### config.mk
export PLATFORM = sky130hd
export DESIGN_NAME = tsr_readout
export DESIGN_NICKNAME = d
export VERILOG_FILES = /design/src/tsr_readout.v /design/src/tsr_converter.v
export VERILOG_INCLUDE_DIRS = /design/src
export SDC_FILE = /design/constraint.sdc
export NUM_CORES = 1
export LEC_CHECK = 0
export BUFFER_PORTS_ARGS = -buffer_cell sky130_fd_sc_hd__buf_2
export CAP_MARGIN = 20
export CORE_ASPECT_RATIO = 0.6
export CORE_MARGIN = 3
export CORE_UTILIZATION = 30
export DETAILED_ROUTE_END_ITERATION = 8
export GPL_ROUTABILITY_DRIVEN = 0
export PLACE_DENSITY_LB_ADDON = 0.25
export SYNTH_ARGS = -nofsm -noshare
export SYNTH_HDL_FRONTEND = slang
export SYNTH_SLANG_ARGS = --single-unit
### constraint.sdc
create_clock -name i_sys_clk -period 4 [get_ports i_sys_clk]
set_input_delay 0.4 -clock i_sys_clk [delete_from_list [all_inputs] [get_ports i_sys_clk]]
set_output_delay 0.4 -clock i_sys_clk [all_outputs]
set_load 0.01 [all_outputs]
### src/tsr_consts.vh
`ifndef TSR_CONSTS_VH
`define TSR_CONSTS_VH
// control register, eight bits, all held low by the host
`define TSR_CTRL_WIDTH      8
`define TSR_CTRL_RESET      8'h00
// result field, twos complement, quarter degree per count
`define TSR_RES_WIDTH       10
`define TSR_RES_TOP_BIT     9
`define TSR_RES_BOTTOM_BIT  0
`define TSR_RES_RESET       10'h000
// frame length in serial clocks and bit slots
`define TSR_FRAME_CLOCKS    16
`define TSR_LEAD_ZERO_SLOT  0
// timing, microseconds, and the system clock in MHz
`define TSR_SYS_MHZ         200
`define TSR_INTERVAL_US     350
`define TSR_CONVERT_US      25
`endif

### src/tsr_readout.v
`timescale 1ns/10ps
`include "tsr_consts.vh"
module tsr_readout #(
   parameter INTERVAL_CYC = `TSR_INTERVAL_US * `TSR_SYS_MHZ,
   parameter CONVERT_CYC  = `TSR_CONVERT_US * `TSR_SYS_MHZ
) (
   input  wire                        i_sys_clk,
   input  wire                        i_reset_n,
   input  wire                        i_temp_select_n,
   input  wire                        i_sclk,
   input  wire                        i_din,
   input  wire [`TSR_RES_WIDTH-1:0]   i_temp_sample,
   output reg                         o_dout,
   output reg                         o_dout_oe,
   output reg  [`TSR_CTRL_WIDTH-1:0]  o_temp_sensor_control,
   output reg                         o_lockout,
   output reg  [`TSR_RES_WIDTH-1:0]   o_result
);
   ////////////////////////////////////////////////////////////////////////
   // pin synchronisers: two flops per pin before any logic looks at it
   // only the second flop of each pair is read anywhere
   localparam NUM_PINS = 3;
   localparam PIN_SEL  = 0;
   localparam PIN_SCLK = 1;
   localparam PIN_DIN  = 2;
   // select idles high so reset must not fake a frame opening
   localparam [NUM_PINS-1:0] PIN_IDLE = 3'h1;
   wire [NUM_PINS-1:0]       pin_raw;
   wire [NUM_PINS-1:0]       pin_sync;
   reg                       clk_prev_reg;
   assign pin_raw[PIN_SEL]  = i_temp_select_n;
   assign pin_raw[PIN_SCLK] = i_sclk;
   assign pin_raw[PIN_DIN]  = i_din;
   genvar gi;
   generate
      for (gi = 0; gi < NUM_PINS; gi = gi + 1) begin : g_sync
         reg [1:0] stage_reg;
         always @(posedge i_sys_clk or negedge i_reset_n) begin
            if (!i_reset_n) begin
               stage_reg <= {2{PIN_IDLE[gi]}};
            end else begin
               stage_reg <= {stage_reg[0], pin_raw[gi]};
            end
         end
         assign pin_sync[gi] = stage_reg[1];
      end
   endgenerate
   // sclk idles low, so a zero history avoids a false edge after reset
   always @(posedge i_sys_clk or negedge i_reset_n) begin
      if (!i_reset_n) begin
         clk_prev_reg <= 1'b0;
      end else begin
         clk_prev_reg <= pin_sync[PIN_SCLK];
      end
   end
   wire selected  = ~pin_sync[PIN_SEL];
   wire sclk_rise = selected & pin_sync[PIN_SCLK] & ~clk_prev_reg;
   wire sclk_fall = selected & ~pin_sync[PIN_SCLK] & clk_prev_reg;

   ////////////////////////////////////////////////////////////////////////
   // conversion timebase, run from the system clock alone
   // the serial clock never reaches it, so a slow host cannot stall a conversion
   wire                       converting;
   wire                       conv_start;
   wire                       conv_done;
   wire [`TSR_RES_WIDTH-1:0]  conv_value;
   reg                        sel_prev_reg;
   wire                       frame_end = sel_prev_reg & ~selected;

   tsr_converter #(
      .INTERVAL_CYC (INTERVAL_CYC),
      .CONVERT_CYC  (CONVERT_CYC),
      .RES_W        (`TSR_RES_WIDTH)
   ) u_conv (
      .i_sys_clk    (i_sys_clk),
      .i_reset_n    (i_reset_n),
      .i_restart    (frame_end),
      .i_sample     (i_temp_sample),
      .o_converting (converting),
      .o_conv_start (conv_start),
      .o_conv_done  (conv_done),
      .o_conv_value (conv_value)
   );

   ////////////////////////////////////////////////////////////////////////
   // lockout and result register
   reg                        lockout_next;
   reg [`TSR_RES_WIDTH-1:0]   result_next;
   wire                       access_in_conv = selected & converting;
   // access during a conversion wins over the clear at a start
   always @* begin
      lockout_next = o_lockout;
      if (access_in_conv) begin
         lockout_next = 1'b1;
      end else if (conv_start & ~selected) begin
         lockout_next = 1'b0;
      end
   end
   // value kept until a conversion completes unlocked, never mid-frame
   always @* begin
      result_next = o_result;
      if (conv_done & ~o_lockout & ~selected) begin
         result_next = conv_value;
      end
   end
   always @(posedge i_sys_clk or negedge i_reset_n) begin
      if (!i_reset_n) begin
         sel_prev_reg <= 1'b0;
         o_lockout    <= 1'b0;
      end else begin
         sel_prev_reg <= selected;
         o_lockout    <= lockout_next;
      end
   end
   always @(posedge i_sys_clk or negedge i_reset_n) begin
      if (!i_reset_n) begin
         o_result <= `TSR_RES_RESET;
      end else begin
         o_result <= result_next;
      end
   end

   ////////////////////////////////////////////////////////////////////////
   // serial shifter
   // slot layout: leading zero, ten data slots, then bit 0 held to the end
   // clocks past the frame length are ignored so a long burst cannot wrap
   localparam CNT_W = 5;
   reg [CNT_W-1:0]            bit_cnt_reg;
   reg [CNT_W-1:0]            bit_cnt_next;
   reg [`TSR_RES_WIDTH-1:0]   shift_reg;
   reg [`TSR_RES_WIDTH-1:0]   shift_next;
   reg                        dout_next;
   reg                        dout_oe_next;
   reg [`TSR_CTRL_WIDTH-1:0]  control_next;
   wire                       frame_open = selected & ~sel_prev_reg;
   function slot_open;
      input [CNT_W-1:0] cnt;
      begin
         slot_open = (cnt < `TSR_FRAME_CLOCKS);
      end
   endfunction
   function data_slot;
      input [CNT_W-1:0] cnt;
      begin
         data_slot = (cnt < `TSR_RES_WIDTH);
      end
   endfunction
   // control bits shift in on the rising edges alongside the read
   always @* begin
      control_next = o_temp_sensor_control;
      if (sclk_rise && slot_open(bit_cnt_reg)) begin
         control_next = {o_temp_sensor_control[`TSR_CTRL_WIDTH-2:0],
                         pin_sync[PIN_DIN]};
      end
   end
   always @* begin
      bit_cnt_next = bit_cnt_reg;
      shift_next   = shift_reg;
      dout_next    = o_dout;
      dout_oe_next = o_dout_oe;
      if (!selected) begin
         bit_cnt_next = {CNT_W{1'b0}};
         dout_next    = 1'b0;
         dout_oe_next = 1'b0;
      end else begin
         if (frame_open) begin
            // snapshot so a late update cannot tear the frame
            shift_next   = o_result;
            dout_next    = 1'b0;
            dout_oe_next = 1'b1;
         end
         if (sclk_fall && slot_open(bit_cnt_reg)) begin
            bit_cnt_next = bit_cnt_reg + {{(CNT_W-1){1'b0}}, 1'b1};
            if (data_slot(bit_cnt_reg)) begin
               dout_next  = shift_reg[`TSR_RES_TOP_BIT];
               shift_next = {shift_reg[`TSR_RES_TOP_BIT-1:0], 1'b0};
            end
            // past the last bit dout holds until select rises
         end
      end
   end
   always @(posedge i_sys_clk or negedge i_reset_n) begin
      if (!i_reset_n) begin
         bit_cnt_reg <= {CNT_W{1'b0}};
         shift_reg   <= `TSR_RES_RESET;
      end else begin
         bit_cnt_reg <= bit_cnt_next;
         shift_reg   <= shift_next;
      end
   end
   always @(posedge i_sys_clk or negedge i_reset_n) begin
      if (!i_reset_n) begin
         o_dout    <= 1'b0;
         o_dout_oe <= 1'b0;
      end else begin
         o_dout    <= dout_next;
         o_dout_oe <= dout_oe_next;
      end
   end
   always @(posedge i_sys_clk or negedge i_reset_n) begin
      if (!i_reset_n) begin
         o_temp_sensor_control <= `TSR_CTRL_RESET;
      end else begin
         o_temp_sensor_control <= control_next;
      end
   end
endmodule

### src/tsr_converter.v
`timescale 1ns/10ps
`include "tsr_consts.vh"
// internal timebase: interval wait, then a conversion window
module tsr_converter #(
   parameter INTERVAL_CYC = `TSR_INTERVAL_US * `TSR_SYS_MHZ,
   parameter CONVERT_CYC  = `TSR_CONVERT_US * `TSR_SYS_MHZ,
   parameter RES_W        = `TSR_RES_WIDTH
) (
   input  wire             i_sys_clk,
   input  wire             i_reset_n,
   input  wire             i_restart,
   input  wire [RES_W-1:0] i_sample,
   output reg              o_converting,
   output reg              o_conv_start,
   output reg              o_conv_done,
   output reg  [RES_W-1:0] o_conv_value
);
   reg [31:0] count_reg;
   always @(posedge i_sys_clk or negedge i_reset_n) begin
      if (!i_reset_n) begin
         count_reg    <= 32'h0000_0000;
         o_converting <= 1'b0;
         o_conv_start <= 1'b0;
         o_conv_done  <= 1'b0;
         o_conv_value <= {RES_W{1'b0}};
      end else begin
         o_conv_start <= 1'b0;
         o_conv_done  <= 1'b0;
         if (i_restart) begin
            // oscillator restarts after a transfer: fresh result one window later
            count_reg    <= 32'h0000_0000;
            o_converting <= 1'b1;
            o_conv_start <= 1'b1;
         end else if (o_converting) begin
            if (count_reg == CONVERT_CYC - 1) begin
               count_reg    <= 32'h0000_0000;
               o_converting <= 1'b0;
               o_conv_done  <= 1'b1;
               o_conv_value <= i_sample;
            end else begin
               count_reg <= count_reg + 32'h0000_0001;
            end
         end else if (count_reg == INTERVAL_CYC - 1) begin
            count_reg    <= 32'h0000_0000;
            o_converting <= 1'b1;
            o_conv_start <= 1'b1;
         end else begin
            count_reg <= count_reg + 32'h0000_0001;
         end
      end
   end
endmodule

==> Implementation_results.wiki, run 1 <==
{| class="wikitable"
! Metric !! Value
|-
| Outcome || finished clean
|-
| HPWL after detailed placement || 5931 um
|-
| Cell type of the slowest stage on the worst timing path || sky130_fd_sc_hd__dfrtp_1
|-
| Share of cells above drive strength 1 || 23.97%
|-
| Reg area || 0.002230 mm2
|-
| Number of buffers inserted by port buffering || 35
|-
| Sink count of the clock tree || 89
|-
| Area enclosed by the die boundary || 0.01485 mm2
|-
| Worst path setup slack after routing || 1.762 ns
|-
| Global Route met2 Usage || 16.76%
|-
| Instance count of the mapped netlist || 353
|-
| Max-cap check violation count || 0
|-
| Worst VDD drop || 0.1901 mV
|-
| TritonCTS clock tree || built
|-
| Avg Synthesized Cell Area || 11.37 um2
|-
| Number of global-route vias before repair || 2,761
|-
| Total number of H-tree levels || 3
|-
| Instance count after placement with tap cells included || 541
|-
| Number of nets with antenna violations after routing || 0
|-
| Required @ worst endpoint || 4.22 ns
|-
| Count of TritonRoute iterations in the first routing pass || 4
|-
| Initial antenna violation count || 0
|-
| Most Used Layer, Global Route || met1
|-
| GRT overflow || 0
|-
| Number of cell instances on the worst register-to-register path || 5
|-
| Maximum number of pins on one net before global-route repair || 60
|-
| Launch point of the worst path || u_conv.count_reg[25]$_DFF_PN0_
|-
| Hold Buf Count CTS || 0
|-
| Maximum clock rate || 446.8 MHz
|-
| Standard-cell rows || 32
|-
| Type of the tightest min-delay check || input pin to async pin
|-
| Predominant post-synthesis flop cell || sky130_fd_sc_hd__dfrtp_1
|-
| Static leakage power || 1.967 nW
|-
| Power density of the placed cells || 420.7 mW/mm2
|-
| Wire length per cell after detailed routing || 15.40 um
|-
| Antenna Cells || 0
|-
| Clock Tree Root || sky130_fd_sc_hd__clkbuf_16
|-
| Overall Global Routing Usage || 12.18%
|-
| Tcrit/Tclk final || 55.96%
|-
| Slew HR || 40.32%
|-
| Worst-case setup slack after placement || 1.762 ns
|-
| Seq/Total Area, Yosys || 55.55%
|-
| Multi-input gate area || 0.001680 mm2
|-
| Floorplan core area || 0.01297 mm2
|-
| Netlist cell types || 37
|-
| R2R Path End || u_conv.o_conv_value[3]$_DFFE_PN0P_
|-
| Wire length of the first global-routing pass || 14,390 um
|-
| Clock skew || 0.007106 ns
|-
| Setup slack, reg-to-reg || 1.76 ns
|-
| RSZ-0062 raised after global routing || no
|-
| CTS-repair resized insts || 0
|-
| I/O pin count || 36
|-
| Arrival time reported for the critical path endpoint || 2.46 ns
|-
| Detailed Route WL || 8591 um
|-
| Reg-to-reg startpoint || u_conv.count_reg[25]$_DFF_PN0_
|-
| Measured slew at the worst slew-check pin || 0.8952 ns
|-
| Starting density of the core || 30.94%
|-
| Number of endpoints failing setup at the final stage || 0
|-
| DIE HEIGHT || 95.60 um
|-
| Number of nets in the final layout || 400
|-
| Count of unresolved DRC violations after routing || 0
|-
| Flip-flop count of the largest register, all copies and words added || 32
|-
| Number of fill cells || 1,294
|-
| Number of buffers on the longest clock path || 2
|-
| Maximum fanout along the worst path || 11
|-
| CP Capture Point || u_conv.o_conv_value[3]$_DFFE_PN0P_
|-
| Flip-flop and latch count after synthesis || 89
|-
| Category of the critical setup timing path || register to register
|-
| Share of async-settable or async-resettable flops after synthesis || 100.0%
|-
| Via count || 2,906
|-
| Yosys warning total || 0
|-
| Post-CTS Setup Inserts || 0
|-
| Largest stage delay on the critical path || 0.43 ns
|-
| Clock Latency Late Sink || 0.34 ns
|-
| GR Layer Usage met1 || 18.53%
|-
| Power consumption || 1.956 mW
|-
| Post-Layout Cell Count || 558
|-
| Met3 Track Usage GR || 3.265%
|-
| Final Max Tran Viols || 0
|-
| Clk pin slew, worst setup/hold paths || 0.06 ns
|-
| Area Overhead vs Synth || 15.84%
|-
| Setup crit start kind || register
|-
| Mapped Area || 0.004014 mm2
|-
| EDFF count, synth || 0
|-
| Detail-routed via count per cell || 5.208
|-
| CTS buffer count || 9
|-
| Total negative slack || 0 ns
|-
| Endpoint type of the worst setup path || register
|-
| Time the final worst path needs with I/O delays and setup || 2.238 ns
|-
| Hold violation count in the final report || 0
|-
| Die width || 155.3 um
|-
| Drt first-iter violations || 228
|-
| Cell breakdown of the critical path || nor4b_1, nand4_1, nor4_2, buf_4, mux2_2
|-
| Number of nets in the synthesized netlist || 370
|}
-- worst min-delay path by stage --
| stage | start | to | slack, ns | cells past startpoint |
|---|---|---|---|---|
| 3_5_place_dp | g_sync[2].stage_reg[0]$_DFF_PN0_ | g_sync[2].stage_reg[1]$_DFF_PN0_ | 0.34 | 0 |
| 5_1_grt | i_din | g_sync[2].stage_reg[0]$_DFF_PN0_ | 0.15 | 1 |
| 6_report | i_reset_n | g_sync[1].stage_reg[1]$_DFF_PN0_ | 0.12 | 1 |
| 3_3_place_gp | g_sync[1].stage_reg[0]$_DFF_PN0_ | g_sync[1].stage_reg[1]$_DFF_PN0_ | 0.34 | 0 |
| 2_1_floorplan | i_reset_n | bit_cnt_reg[0]$_DFFE_PN0P_ | 0.10 | 0 |
| 4_1_cts | i_reset_n | g_sync[1].stage_reg[1]$_DFF_PN0_ | 0.15 | 1 |
-- Yosys cell counts, types with 3 or more instances --
cell	count	share of area [%]
sky130_fd_sc_hd__o21ai_0	14	1.7
sky130_fd_sc_hd__a21oi_1	3	0.37
sky130_fd_sc_hd__mux2i_1	9	2.2
sky130_fd_sc_hd__nand3_1	18	2.2
sky130_fd_sc_hd__inv_1	6	0.56
sky130_fd_sc_hd__or4_1	15	2.8
sky130_fd_sc_hd__and4_1	4	0.87
sky130_fd_sc_hd__nand2_1	25	2.3
sky130_fd_sc_hd__and3_1	6	0.94
sky130_fd_sc_hd__nor3_1	18	2.2
sky130_fd_sc_hd__nor4_1	10	1.6
sky130_fd_sc_hd__and2_1	3	0.47
sky130_fd_sc_hd__mux2_2	28	7.9
sky130_fd_sc_hd__xor2_1	6	1.3
sky130_fd_sc_hd__xnor2_1	10	2.2
sky130_fd_sc_hd__clkbuf_1	19	1.8
sky130_fd_sc_hd__a211oi_1	18	3.4
sky130_fd_sc_hd__nor2_1	6	0.56
sky130_fd_sc_hd__dfrtp_1	87	54
sky130_fd_sc_hd__nand4_1	8	1.2
sky130_fd_sc_hd__o31ai_1	17	3.2
-- final cells by class --
type | instances | area share [%]
Clock buffer | 11 | 5.221
Tap cell | 170 | 4.575
Sequential cell | 89 | 47.95
Timing Repair Buffer | 41 | 4.790
Multi-Input combinational cell | 236 | 36.14
Clock inverter | 5 | 0.8342
Inverter | 6 | 0.4844
-- power by group --
part | internal (mW) | switching [mW] | total, mW
sequential | 0.955 | 0.0454 | 1.00
combinational | 0.0789 | 0.0881 | 0.167
clock | 0.440 | 0.349 | 0.789
total | 1.47 | 0.482 | 1.96
-- through the flow --
| stage | instance area [um2] | hold WS (ns) | utilization, % |
|---|---|---|---|
| 6_report | 4649 | 0.1239 | 35.84 |
| 5_1_grt | 4649 | 0.1507 | 35.84 |
| 4_1_cts | 4642 | 0.1504 | 35.78 |
| 3_5_place_dp | 4360 | 0.3418 | 33.61 |
| 3_3_place_gp | 4360 | 0.3374 | 33.61 |
| 2_1_floorplan | 4014 | 0.1044 | - |
-- critical path, delay by kind of cell (launching register included) --
kind | cells | cell delay [ns]
buf+inv | 1 | 0.25
simple gates | 3 | 1.08
flops | 1 | 0.43
mux | 1 | 0.35
-- logic make-up (layout without fill, tap and decap cells) --
kind of cell | after synthesis | count (layout) | share of synthesized area (%)
flops | 89 | 89 | 55.55
simple gates | 126 | 126 | 18.14
mux | 37 | 37 | 10.10
compound gates | 55 | 55 | 9.227
fa+ha+maj | 2 | 2 | 0.6233
buf+inv | 28 | 63 | 2.868
xor+xnor | 16 | 16 | 3.491
-- cell usage in the layout, fill, tap and decap left out, types with 14 or more instances in the layout --
master	Yosys	layout
sky130_fd_sc_hd__dfrtp_1	87	87
sky130_fd_sc_hd__buf_2	2	34
sky130_fd_sc_hd__mux2_2	28	28
sky130_fd_sc_hd__nand2_1	25	25
sky130_fd_sc_hd__nand3_1	18	18
sky130_fd_sc_hd__nor3_1	18	18
sky130_fd_sc_hd__o31ai_1	17	17
sky130_fd_sc_hd__a211oi_1	18	17
sky130_fd_sc_hd__or4_1	15	15
sky130_fd_sc_hd__o21ai_0	14	14
-- layer usage --
layer	routed length, um	vias up
met5	0	-
met1	4570	1447
li1	-	1377
met3	461	10
met4	106	0
met2	3452	72
Power figures use the tool's default switching activity.
==> inputs of run 2 (changes only) <==
==> constraint.sdc (replaced) <==
create_clock -name i_sys_clk -period 1.8 [get_ports i_sys_clk]
set_input_delay 0.18 -clock i_sys_clk [delete_from_list [all_inputs] [get_ports i_sys_clk]]
set_output_delay 0.18 -clock i_sys_clk [all_outputs]
set_load 0.01 [all_outputs]
==> run 2 against run 1 <==
  * The run now ends with negative setup slack left
  * First-iteration DRC count increased by 15%
  * Total power rose by 140%
  * Count of clock-buffer cells in the layout is 2 lower
  * Maximum frequency grew 11%
  * Combinational power rose to 3.0 times the previous value
  * Largest cell class unchanged
  * Highest routed layer unchanged
==> Implementation_results.wiki, run 2 (same netlist as run 1, synthesis figures left out) <==
{| class="wikitable"
! Metric !! Value
|-
| Starting density of the core || 30.94% (unchanged)
|-
| Area enclosed by the die boundary || 0.01485 mm2 (unchanged)
|-
| Die width || 155.3 um (unchanged)
|-
| Worst VDD drop || 0.4210 mV (+120%)
|-
| Max-cap check violation count || 0 (unchanged)
|-
| Setup slack, reg-to-reg || -0.21 ns (-1.97 ns)
|-
| Placed instance area || 0.004965 mm2 (+14%)
|-
| Detailed Route WL || 10,860 um (+26%)
|-
| Setup crit start kind || register
|-
| I/O pin count || 36 (unchanged)
|-
| DIE HEIGHT || 95.60 um (unchanged)
|-
| Number of buffers inserted by port buffering || 35 (unchanged)
|-
| Clock Latency Late Sink || 0.34 ns (about the same)
|-
| Tcrit/Tclk final || 111.7% (+56 points)
|-
| Area Overhead vs Synth || 46.91%
|-
| Most used cells in the layout excluding fill and tap cells || sky130_fd_sc_hd__dfrtp_1, sky130_fd_sc_hd__buf_4, sky130_fd_sc_hd__buf_2, sky130_fd_sc_hd__nand2_1, sky130_fd_sc_hd__mux2_2
|-
| GRT overflow || 0 (unchanged)
|-
| Worst-case setup slack after placement || -0.2592 ns (-2.021 ns)
|-
| Category of the critical setup timing path || register to register
|-
| Maximum fanout along the worst path || 4 (-7)
|-
| R2R Path End || u_conv.count_reg[28]$_DFF_PN0_
|-
| End of the worst hold path || u_conv.o_conv_value[3]$_DFFE_PN0P_
|-
| WHS Path Cells || 2
|-
| Flip-flop count of the largest register, all copies and words added || 32 (unchanged)
|-
| Drt first-iter violations || 263 (+15%)
|-
| Wire length of the first global-routing pass || 17,240 um (+20%)
|-
| Clock skew || 0.007684 ns (+0.0005783 ns)
|-
| Reg-to-reg startpoint || u_conv.count_reg[13]$_DFF_PN0_
|-
| Standard-cell rows || 32 (unchanged)
|-
| Maximum number of pins on one net before global-route repair || 42 (-30%)
|-
| Static leakage power || 2.559 nW (+30%)
|-
| Measured slew at the worst slew-check pin || 0.6391 ns (-0.2562 ns)
|-
| Slew HR || 57.35% (+17 points)
|-
| Cell type of the slowest stage on the worst timing path || sky130_fd_sc_hd__or4_4
|-
| Clk pin slew, worst setup/hold paths || 0.07 ns (about the same)
|-
| Largest stage delay on the critical path || 0.52 ns (+0.09 ns)
|-
| Final Max Tran Viols || 0 (unchanged)
|-
| Antenna Cells || 0 (unchanged)
|-
| Number of buffers on the longest clock path || 2 (unchanged)
|-
| TritonCTS clock tree || built
|-
| Outcome || finished, violations left
|-
| Initial antenna violation count || 0 (unchanged)
|-
| Count of unresolved DRC violations after routing || 0 (unchanged)
|-
| Wire length per cell after detailed routing || 16.68 um (+8.3%)
|-
| Hold path start || i_temp_sample[3]
|-
| Number of nets in the final layout || 493 (+23%)
|-
| Number of endpoints failing setup at the final stage || 42 (+42)
|-
| Floorplan core area || 0.01297 mm2 (unchanged)
|-
| Failing checks || negative setup slack
|-
| Maximum clock rate || 497.3 MHz (+11%)
|-
| Worst path setup slack after routing || -0.2108 ns (-1.973 ns)
|-
| Via count || 3,269 (+12%)
|-
| Detail-routed via count per cell || 5.022 (-3.6%)
|-
| Hold violation count in the final report || 0 (unchanged)
|-
| Number of cell instances on the worst register-to-register path || 5 (unchanged)
|-
| Time the final worst path needs with I/O delays and setup || 2.011 ns (-0.2274 ns)
|-
| Number of global-route vias before repair || 3,159 (+14%)
|-
| Overall Global Routing Usage || 14.63% (+2.5 points)
|-
| Cell area after layout || 0.005897 mm2 (+27%)
|-
| Cell breakdown of the critical path || nand4_1, buf_4, or4_4, or4_4, a211oi_2
|-
| Required @ worst endpoint || 2.05 ns (-2.17 ns)
|-
| Power density of the placed cells || 806.4 mW/mm2 (+92%)
|-
| Arrival time reported for the critical path endpoint || 2.26 ns (-0.20 ns)
|-
| Share of cells above drive strength 1 || 49.90% (+26 points)
|-
| RSZ-0062 raised after global routing || yes
|-
| Sink count of the clock tree || 89 (unchanged)
|-
| Total number of H-tree levels || 3 (unchanged)
|-
| Hold WS || 0.07281 ns (-0.05105 ns)
|-
| Number of nets with antenna violations after routing || 0 (unchanged)
|-
| CTS buffer count || 9 (unchanged)
|-
| Endpoint type of the worst setup path || register
|-
| Power consumption || 4.756 mW (+140%)
|-
| Leading cell type in the layout, fill and taps excluded || sky130_fd_sc_hd__dfrtp_1
|-
| Dominant cell type by count on the critical path || sky130_fd_sc_hd__or4_4
|-
| Final standard cell utilization of the core || 45.46% (+9.6 points)
|-
| HPWL after detailed placement || 7019 um (+18%)
|-
| Count of TritonRoute iterations in the first routing pass || 4 (unchanged)
|-
| Clock Tree Root || sky130_fd_sc_hd__clkbuf_16
|-
| Type of the tightest min-delay check || input pin to register
|}
-- run 2: per-layer routing --
layer / global-route usage (%) / part of all wire, % / vias up
met5: 0 / 0 / -
li1: - / - / 1577
met3: 3.356 / 4.4 / 8
met2: 19.60 / 41 / 56
met4: 2.622 / 0.68 / 0
met1: 23.62 / 54 / 1628
-- run 2: what timing repair did --
action | CTS | global route
pin swaps | 15 | 8
gates cloned | 5 | 1
buffers inserted | 9 | 7
hold buffers | 4 | 0
resized for setup | 53 | 33
setup endpoints to repair | 43 | 53
hold endpoints to repair | 32 | 0
-- run 2: worst max-delay path: cells and delay by family (launching register included) --
family | cells | cell delay, ns
AND/OR/NAND/NOR | 3 | 1.13
flip-flops | 1 | 0.41
AO/OA/AOI/OAI | 1 | 0.20
buffers and inverters | 1 | 0.19
-- run 2: final cells by class --
class                           instances  area [um2]
Fill cell                            1191        7076
Sequential cell                        89        2233
Multi-Input combinational cell        239        2062
Timing Repair Buffer                  131        1040
Clock buffer                            9       225.2
Tap cell                              170       212.7
Clock inverter                          7       101.3
Inverter                                6       22.52
-- run 2: power breakdown --
part | switching, mW | internal (mW)
clock network | 0.804 | 1.23
registers | 0.0973 | 2.12
logic | 0.237 | 0.265
total | 1.14 | 3.62
-- run 2: metrics by stage --
stage | TNS (ns) | cells
after detailed placement | -6.042 | 609
final | -4.435 | 651
after global placement | -6.431 | 609
after global routing | -7.411 | 651
after floorplan | -1.048 | 353
after CTS | -3.585 | 643
-- run 2: worst max path at each step --
| stage | startpoint | endpoint | slack [ns] |
|---|---|---|---|
| 2_1_floorplan | u_conv.count_reg[10]$_DFF_PN0_ | u_conv.count_reg[23]$_DFF_PN0_ | -0.12 |
| 3_3_place_gp | u_conv.count_reg[16]$_DFF_PN0_ | u_conv.count_reg[31]$_DFF_PN0_ | -0.26 |
| 3_5_place_dp | u_conv.count_reg[16]$_DFF_PN0_ | u_conv.count_reg[31]$_DFF_PN0_ | -0.26 |
| 4_1_cts | u_conv.count_reg[16]$_DFF_PN0_ | u_conv.count_reg[29]$_DFF_PN0_ | -0.19 |
| 5_1_grt | u_conv.count_reg[13]$_DFF_PN0_ | u_conv.count_reg[28]$_DFF_PN0_ | -0.28 |
| 6_report | u_conv.count_reg[13]$_DFF_PN0_ | u_conv.count_reg[28]$_DFF_PN0_ | -0.21 |
==> inputs of run 3 (changes only) <==
--- a/config.mk
+++ b/config.mk
@@ -6,6 +6,7 @@
 export SDC_FILE = /design/constraint.sdc
 export NUM_CORES = 1
 export LEC_CHECK = 0
+export ABC_AREA = 1
 export BUFFER_PORTS_ARGS = -buffer_cell sky130_fd_sc_hd__buf_2
 export CAP_MARGIN = 20
 export CORE_ASPECT_RATIO = 0.6
==> run 3 against run 2 <==
  * The flow now finishes without violations
  * Synthesized cell count increased by 52%
  * Highest routed layer unchanged
  * Sequential power hardly changed
  * Hold slack improved by 0.013 ns
  * Largest cell class unchanged
  * Core utilization is 8.4 points lower
==> Implementation_results.wiki, run 3 <==
{| class="wikitable"
! Metric !! Value
|-
| Leading cell type in the layout, fill and taps excluded || sky130_fd_sc_hd__nand2_1
|-
| Clock Latency Late Sink || 0.34 ns (about the same)
|-
| Static leakage power || 2.402 nW (-6.1%)
|-
| Wire length of the first global-routing pass || 17,490 um (+1.4%)
|-
| Number of fill cells || 1,465 (+23%)
|-
| Maximum number of pins on one net before global-route repair || 36 (-14%)
|-
| Total negative slack || 0 ns (+4.435 ns)
|-
| Standard-cell rows || 33 (+3.1%)
|-
| Starting density of the core || 31.51% (+0.56 points)
|-
| Category of the critical setup timing path || register to register
|-
| Sink count of the clock tree || 89 (unchanged)
|-
| Initial antenna violation count || 0 (unchanged)
|-
| Instance count of the mapped netlist || 538 (+52%)
|-
| Flip-flop count of the largest register, all copies and words added || 32 (unchanged)
|-
| Floorplan core area || 0.01404 mm2 (+8.2%)
|-
| Maximum clock rate || 635.5 MHz (+28%)
|-
| HPWL after detailed placement || 8014 um (+14%)
|-
| Via count || 3,551 (+8.6%)
|-
| Avg Synthesized Cell Area || 8.221 um2 (-28%)
|-
| Die width || 162.8 um (+4.8%)
|-
| Max-cap check violation count || 0 (unchanged)
|-
| Top cell type by total area after synthesis || sky130_fd_sc_hd__dfrtp_1
|-
| TritonCTS clock tree || built
|-
| Area enclosed by the die boundary || 0.01628 mm2 (+9.7%)
|-
| Share of async-settable or async-resettable flops after synthesis || 100.0% (unchanged)
|-
| Worst-case setup slack after placement || 0.2109 ns (+0.4701 ns)
|-
| Endpoint type of the worst setup path || register
|-
| Netlist cell types || 41 (+11%)
|-
| Number of nets in the synthesized netlist || 555 (+50%)
|-
| Adder-cell area share of the yosys netlist || 0.5658% (-0.058 points)
|-
| Detail-routed via count per cell || 4.547 (-9.5%)
|-
| EDFF count, synth || 0 (unchanged)
|-
| Power density of the placed cells || 870.5 mW/mm2 (+7.9%)
|-
| Hold violation count in the final report || 0 (unchanged)
|-
| Most used cells in the layout excluding fill and tap cells || sky130_fd_sc_hd__nand2_1, sky130_fd_sc_hd__nor2_1, sky130_fd_sc_hd__dfrtp_1, sky130_fd_sc_hd__inv_1, sky130_fd_sc_hd__buf_2
|-
| Number of nets with antenna violations after routing || 0 (unchanged)
|-
| RSZ-0062 raised after global routing || no
|-
| Post-synthesis compound-gate area fraction || 6.308% (-2.9 points)
|-
| GRT overflow || 0 (unchanged)
|-
| Total number of H-tree levels || 3 (unchanged)
|-
| Type of the tightest min-delay check || input pin to register
|-
| Mapped Area || 0.004423 mm2 (+10%)
|-
| Share of synthesized area spent on multiplexers || 2.291% (-7.8 points)
|-
| Worst path setup slack after routing || 0.2264 ns (+0.4372 ns)
|-
| Leading post-synthesis cells by cell area || sky130_fd_sc_hd__dfrtp_1, sky130_fd_sc_hd__nand2_1, sky130_fd_sc_hd__nor2_1
|-
| Number of global-route vias before repair || 3,390 (+7.3%)
|-
| Predominant post-synthesis flop cell || sky130_fd_sc_hd__dfrtp_1
|-
| Share of cells above drive strength 1 || 18.00% (-32 points)
|-
| Arrival time reported for the critical path endpoint || 1.79 ns (-0.47 ns)
|-
| Number of buffers on the longest clock path || 2 (unchanged)
|-
| Drt first-iter violations || 293 (+11%)
|-
| Clk pin slew, worst setup/hold paths || 0.07 ns (about the same)
|-
| Antenna Cells || 0 (unchanged)
|-
| Outcome || finished clean
|-
| Seq/Total Area, Yosys || 50.41% (-5.1 points)
|-
| Simple-gate area share of the yosys netlist || 31.20% (+13 points)
|-
| Flip-flop and latch count after synthesis || 89 (unchanged)
|-
| Detailed Route WL || 10,510 um (-3.2%)
|-
| Required @ worst endpoint || 2.02 ns (-0.03 ns)
|-
| Area Overhead vs Synth || 17.71%
|-
| Slew HR || 66.66% (+9.3 points)
|-
| Most numerous cell types in the synthesized netlist || sky130_fd_sc_hd__nand2_1, sky130_fd_sc_hd__nor2_1, sky130_fd_sc_hd__dfrtp_1, sky130_fd_sc_hd__inv_1
|-
| Clock skew || 0.009703 ns (+0.002018 ns)
|-
| DIE HEIGHT || 100.1 um (+4.7%)
|-
| Time the final worst path needs with I/O delays and setup || 1.574 ns (-0.4372 ns)
|-
| Post-CTS Setup Inserts || 0 (-9)
|-
| CTS-repair resized insts || 0 (-100%)
|-
| Setup crit start kind || register
|-
| Wire length per cell after detailed routing || 13.46 um (-19%)
|-
| Count of TritonRoute iterations in the first routing pass || 5 (+1)
|-
| Number of endpoints failing setup at the final stage || 0 (-100%)
|-
| Tcrit/Tclk final || 87.42% (-24 points)
|-
| Number of buffers inserted by port buffering || 35 (unchanged)
|-
| Measured slew at the worst slew-check pin || 0.4986 ns (-0.1404 ns)
|-
| Final Max Tran Viols || 0 (unchanged)
|-
| Maximum fanout along the worst path || 10 (+6)
|-
| Top-area cell type share of the netlist area || 49.22% (-5.0 points)
|-
| Setup slack, reg-to-reg || 0.23 ns (+0.44 ns)
|-
| Clock Tree Root || sky130_fd_sc_hd__clkbuf_16
|-
| Count leader, synth || sky130_fd_sc_hd__nand2_1
|-
| Count of unresolved DRC violations after routing || 0 (unchanged)
|-
| Worst VDD drop || 0.5017 mV (+19%)
|-
| Dominant combinational cell family by area after synthesis || simple AND/OR/NAND/NOR gates
|-
| I/O pin count || 36 (unchanged)
|-
| Yosys warning total || 0 (unchanged)
|-
| CTS buffer count || 9 (unchanged)
|-
| Number of nets in the final layout || 601 (+22%)
|-
| Xor and xnor fraction of the mapped netlist area || 2.772% (-0.72 points)
|-
| Overall Global Routing Usage || 13.65% (-0.98 points)
|}
==> run 3: cell count changes in the layout (fill, tap and decap cells not counted), sizes merged, moves of 19 or more <==
cell   delta
a21oi    +21
mux2     -19
buf      -84
nor2    +113
nand2   +108
inv      +49
==> run 3: what timing repair did <==
action                                 4_1_cts  5_1_grt
endpoints found under the hold margin       34        0
hold buffers                                 4        0
setup endpoints to repair                    0        0
==> run 3: final cells by class <==
type,instances,area (um2),area share (%)
sequential,89,2230,42.83
clock buffer,10,239.0,4.590
multi-input combinational,381,1908,36.65
inverter,56,212.7,4.086
tap,192,240.2,4.614
clock inverter,6,73.82,1.418
timing repair buffer,47,302.8,5.816
==> run 3: worst paths after layout <==
path | from | endpoint | cells past startpoint
setup / recovery | u_conv.count_reg[0]$_DFF_PN0_ | u_conv.count_reg[8]$_DFF_PN0_ | 8
hold reg to reg | g_sync[2].stage_reg[0]$_DFF_PN0_ | g_sync[2].stage_reg[1]$_DFF_PN0_ | 0
min in group asynchronous | i_reset_n | u_conv.count_reg[3]$_DFF_PN0_ | 2
hold / removal | i_temp_sample[5] | u_conv.o_conv_value[5]$_DFFE_PN0P_ | 3
setup reg to reg | u_conv.count_reg[0]$_DFF_PN0_ | u_conv.count_reg[8]$_DFF_PN0_ | 8
max in group asynchronous | i_reset_n | shift_reg[0]$_DFFE_PN0N_ | 3
==> run 3: metrics by stage <==
| stage | cell area (um2) | utilization (%) | instances | hold slack, ns | power, mW |
|---|---|---|---|---|---|
| detailed placement | 4853 | 34.57 | 761 | 0.1858 | 2.628 |
| finish | 5206 | 37.09 | 781 | 0.08582 | 4.532 |
| CTS | 5206 | 37.09 | 781 | 0.07255 | 4.604 |
| global route | 5206 | 37.09 | 781 | 0.08868 | 4.755 |
| floorplan | 4423 | - | 538 | -0.1156 | 2.452 |
| global placement | 4853 | 34.57 | 761 | 0.1933 | 2.619 |
==> run 3: layer usage <==
metal | share of wire [%] | track usage, %
met5 | 0 | 0
met4 | 1.1 | 2.924
met3 | 7.5 | 4.577
met2 | 37 | 17.75
met1 | 54 | 21.48
==> run 3: where the power goes <==
part / total [mW] / internal (mW) / switching [mW] / leakage, nW
logic: 0.392 / 0.152 / 0.240 / 1.13
registers: 2.20 / 2.12 / 0.0774 / 1.12
clock network: 1.94 / 1.13 / 0.812 / 0.147
total: 4.53 / 3.40 / 1.13 / 2.40
==> run 3: worst max-delay path: stages, from the launching register on <==
cell	delay, ns
sky130_fd_sc_hd__dfrtp_1	0.37
sky130_fd_sc_hd__ha_1	0.19
sky130_fd_sc_hd__nand2_1	0.11
sky130_fd_sc_hd__nor2_2	0.15
sky130_fd_sc_hd__nand3_1	0.09
sky130_fd_sc_hd__nor2_1	0.11
sky130_fd_sc_hd__nand2_1	0.13
sky130_fd_sc_hd__nand3_2	0.22
sky130_fd_sc_hd__nor2_1	0.07
==> run 3: logic make-up after synthesis <==
family	Yosys count
multiplexers	9
XOR/XNOR	14
AO/OA/AOI/OAI	52
flip-flops	89
AND/OR/NAND/NOR	304
buffers and inverters	68
adder cells (fa/ha/maj)	2
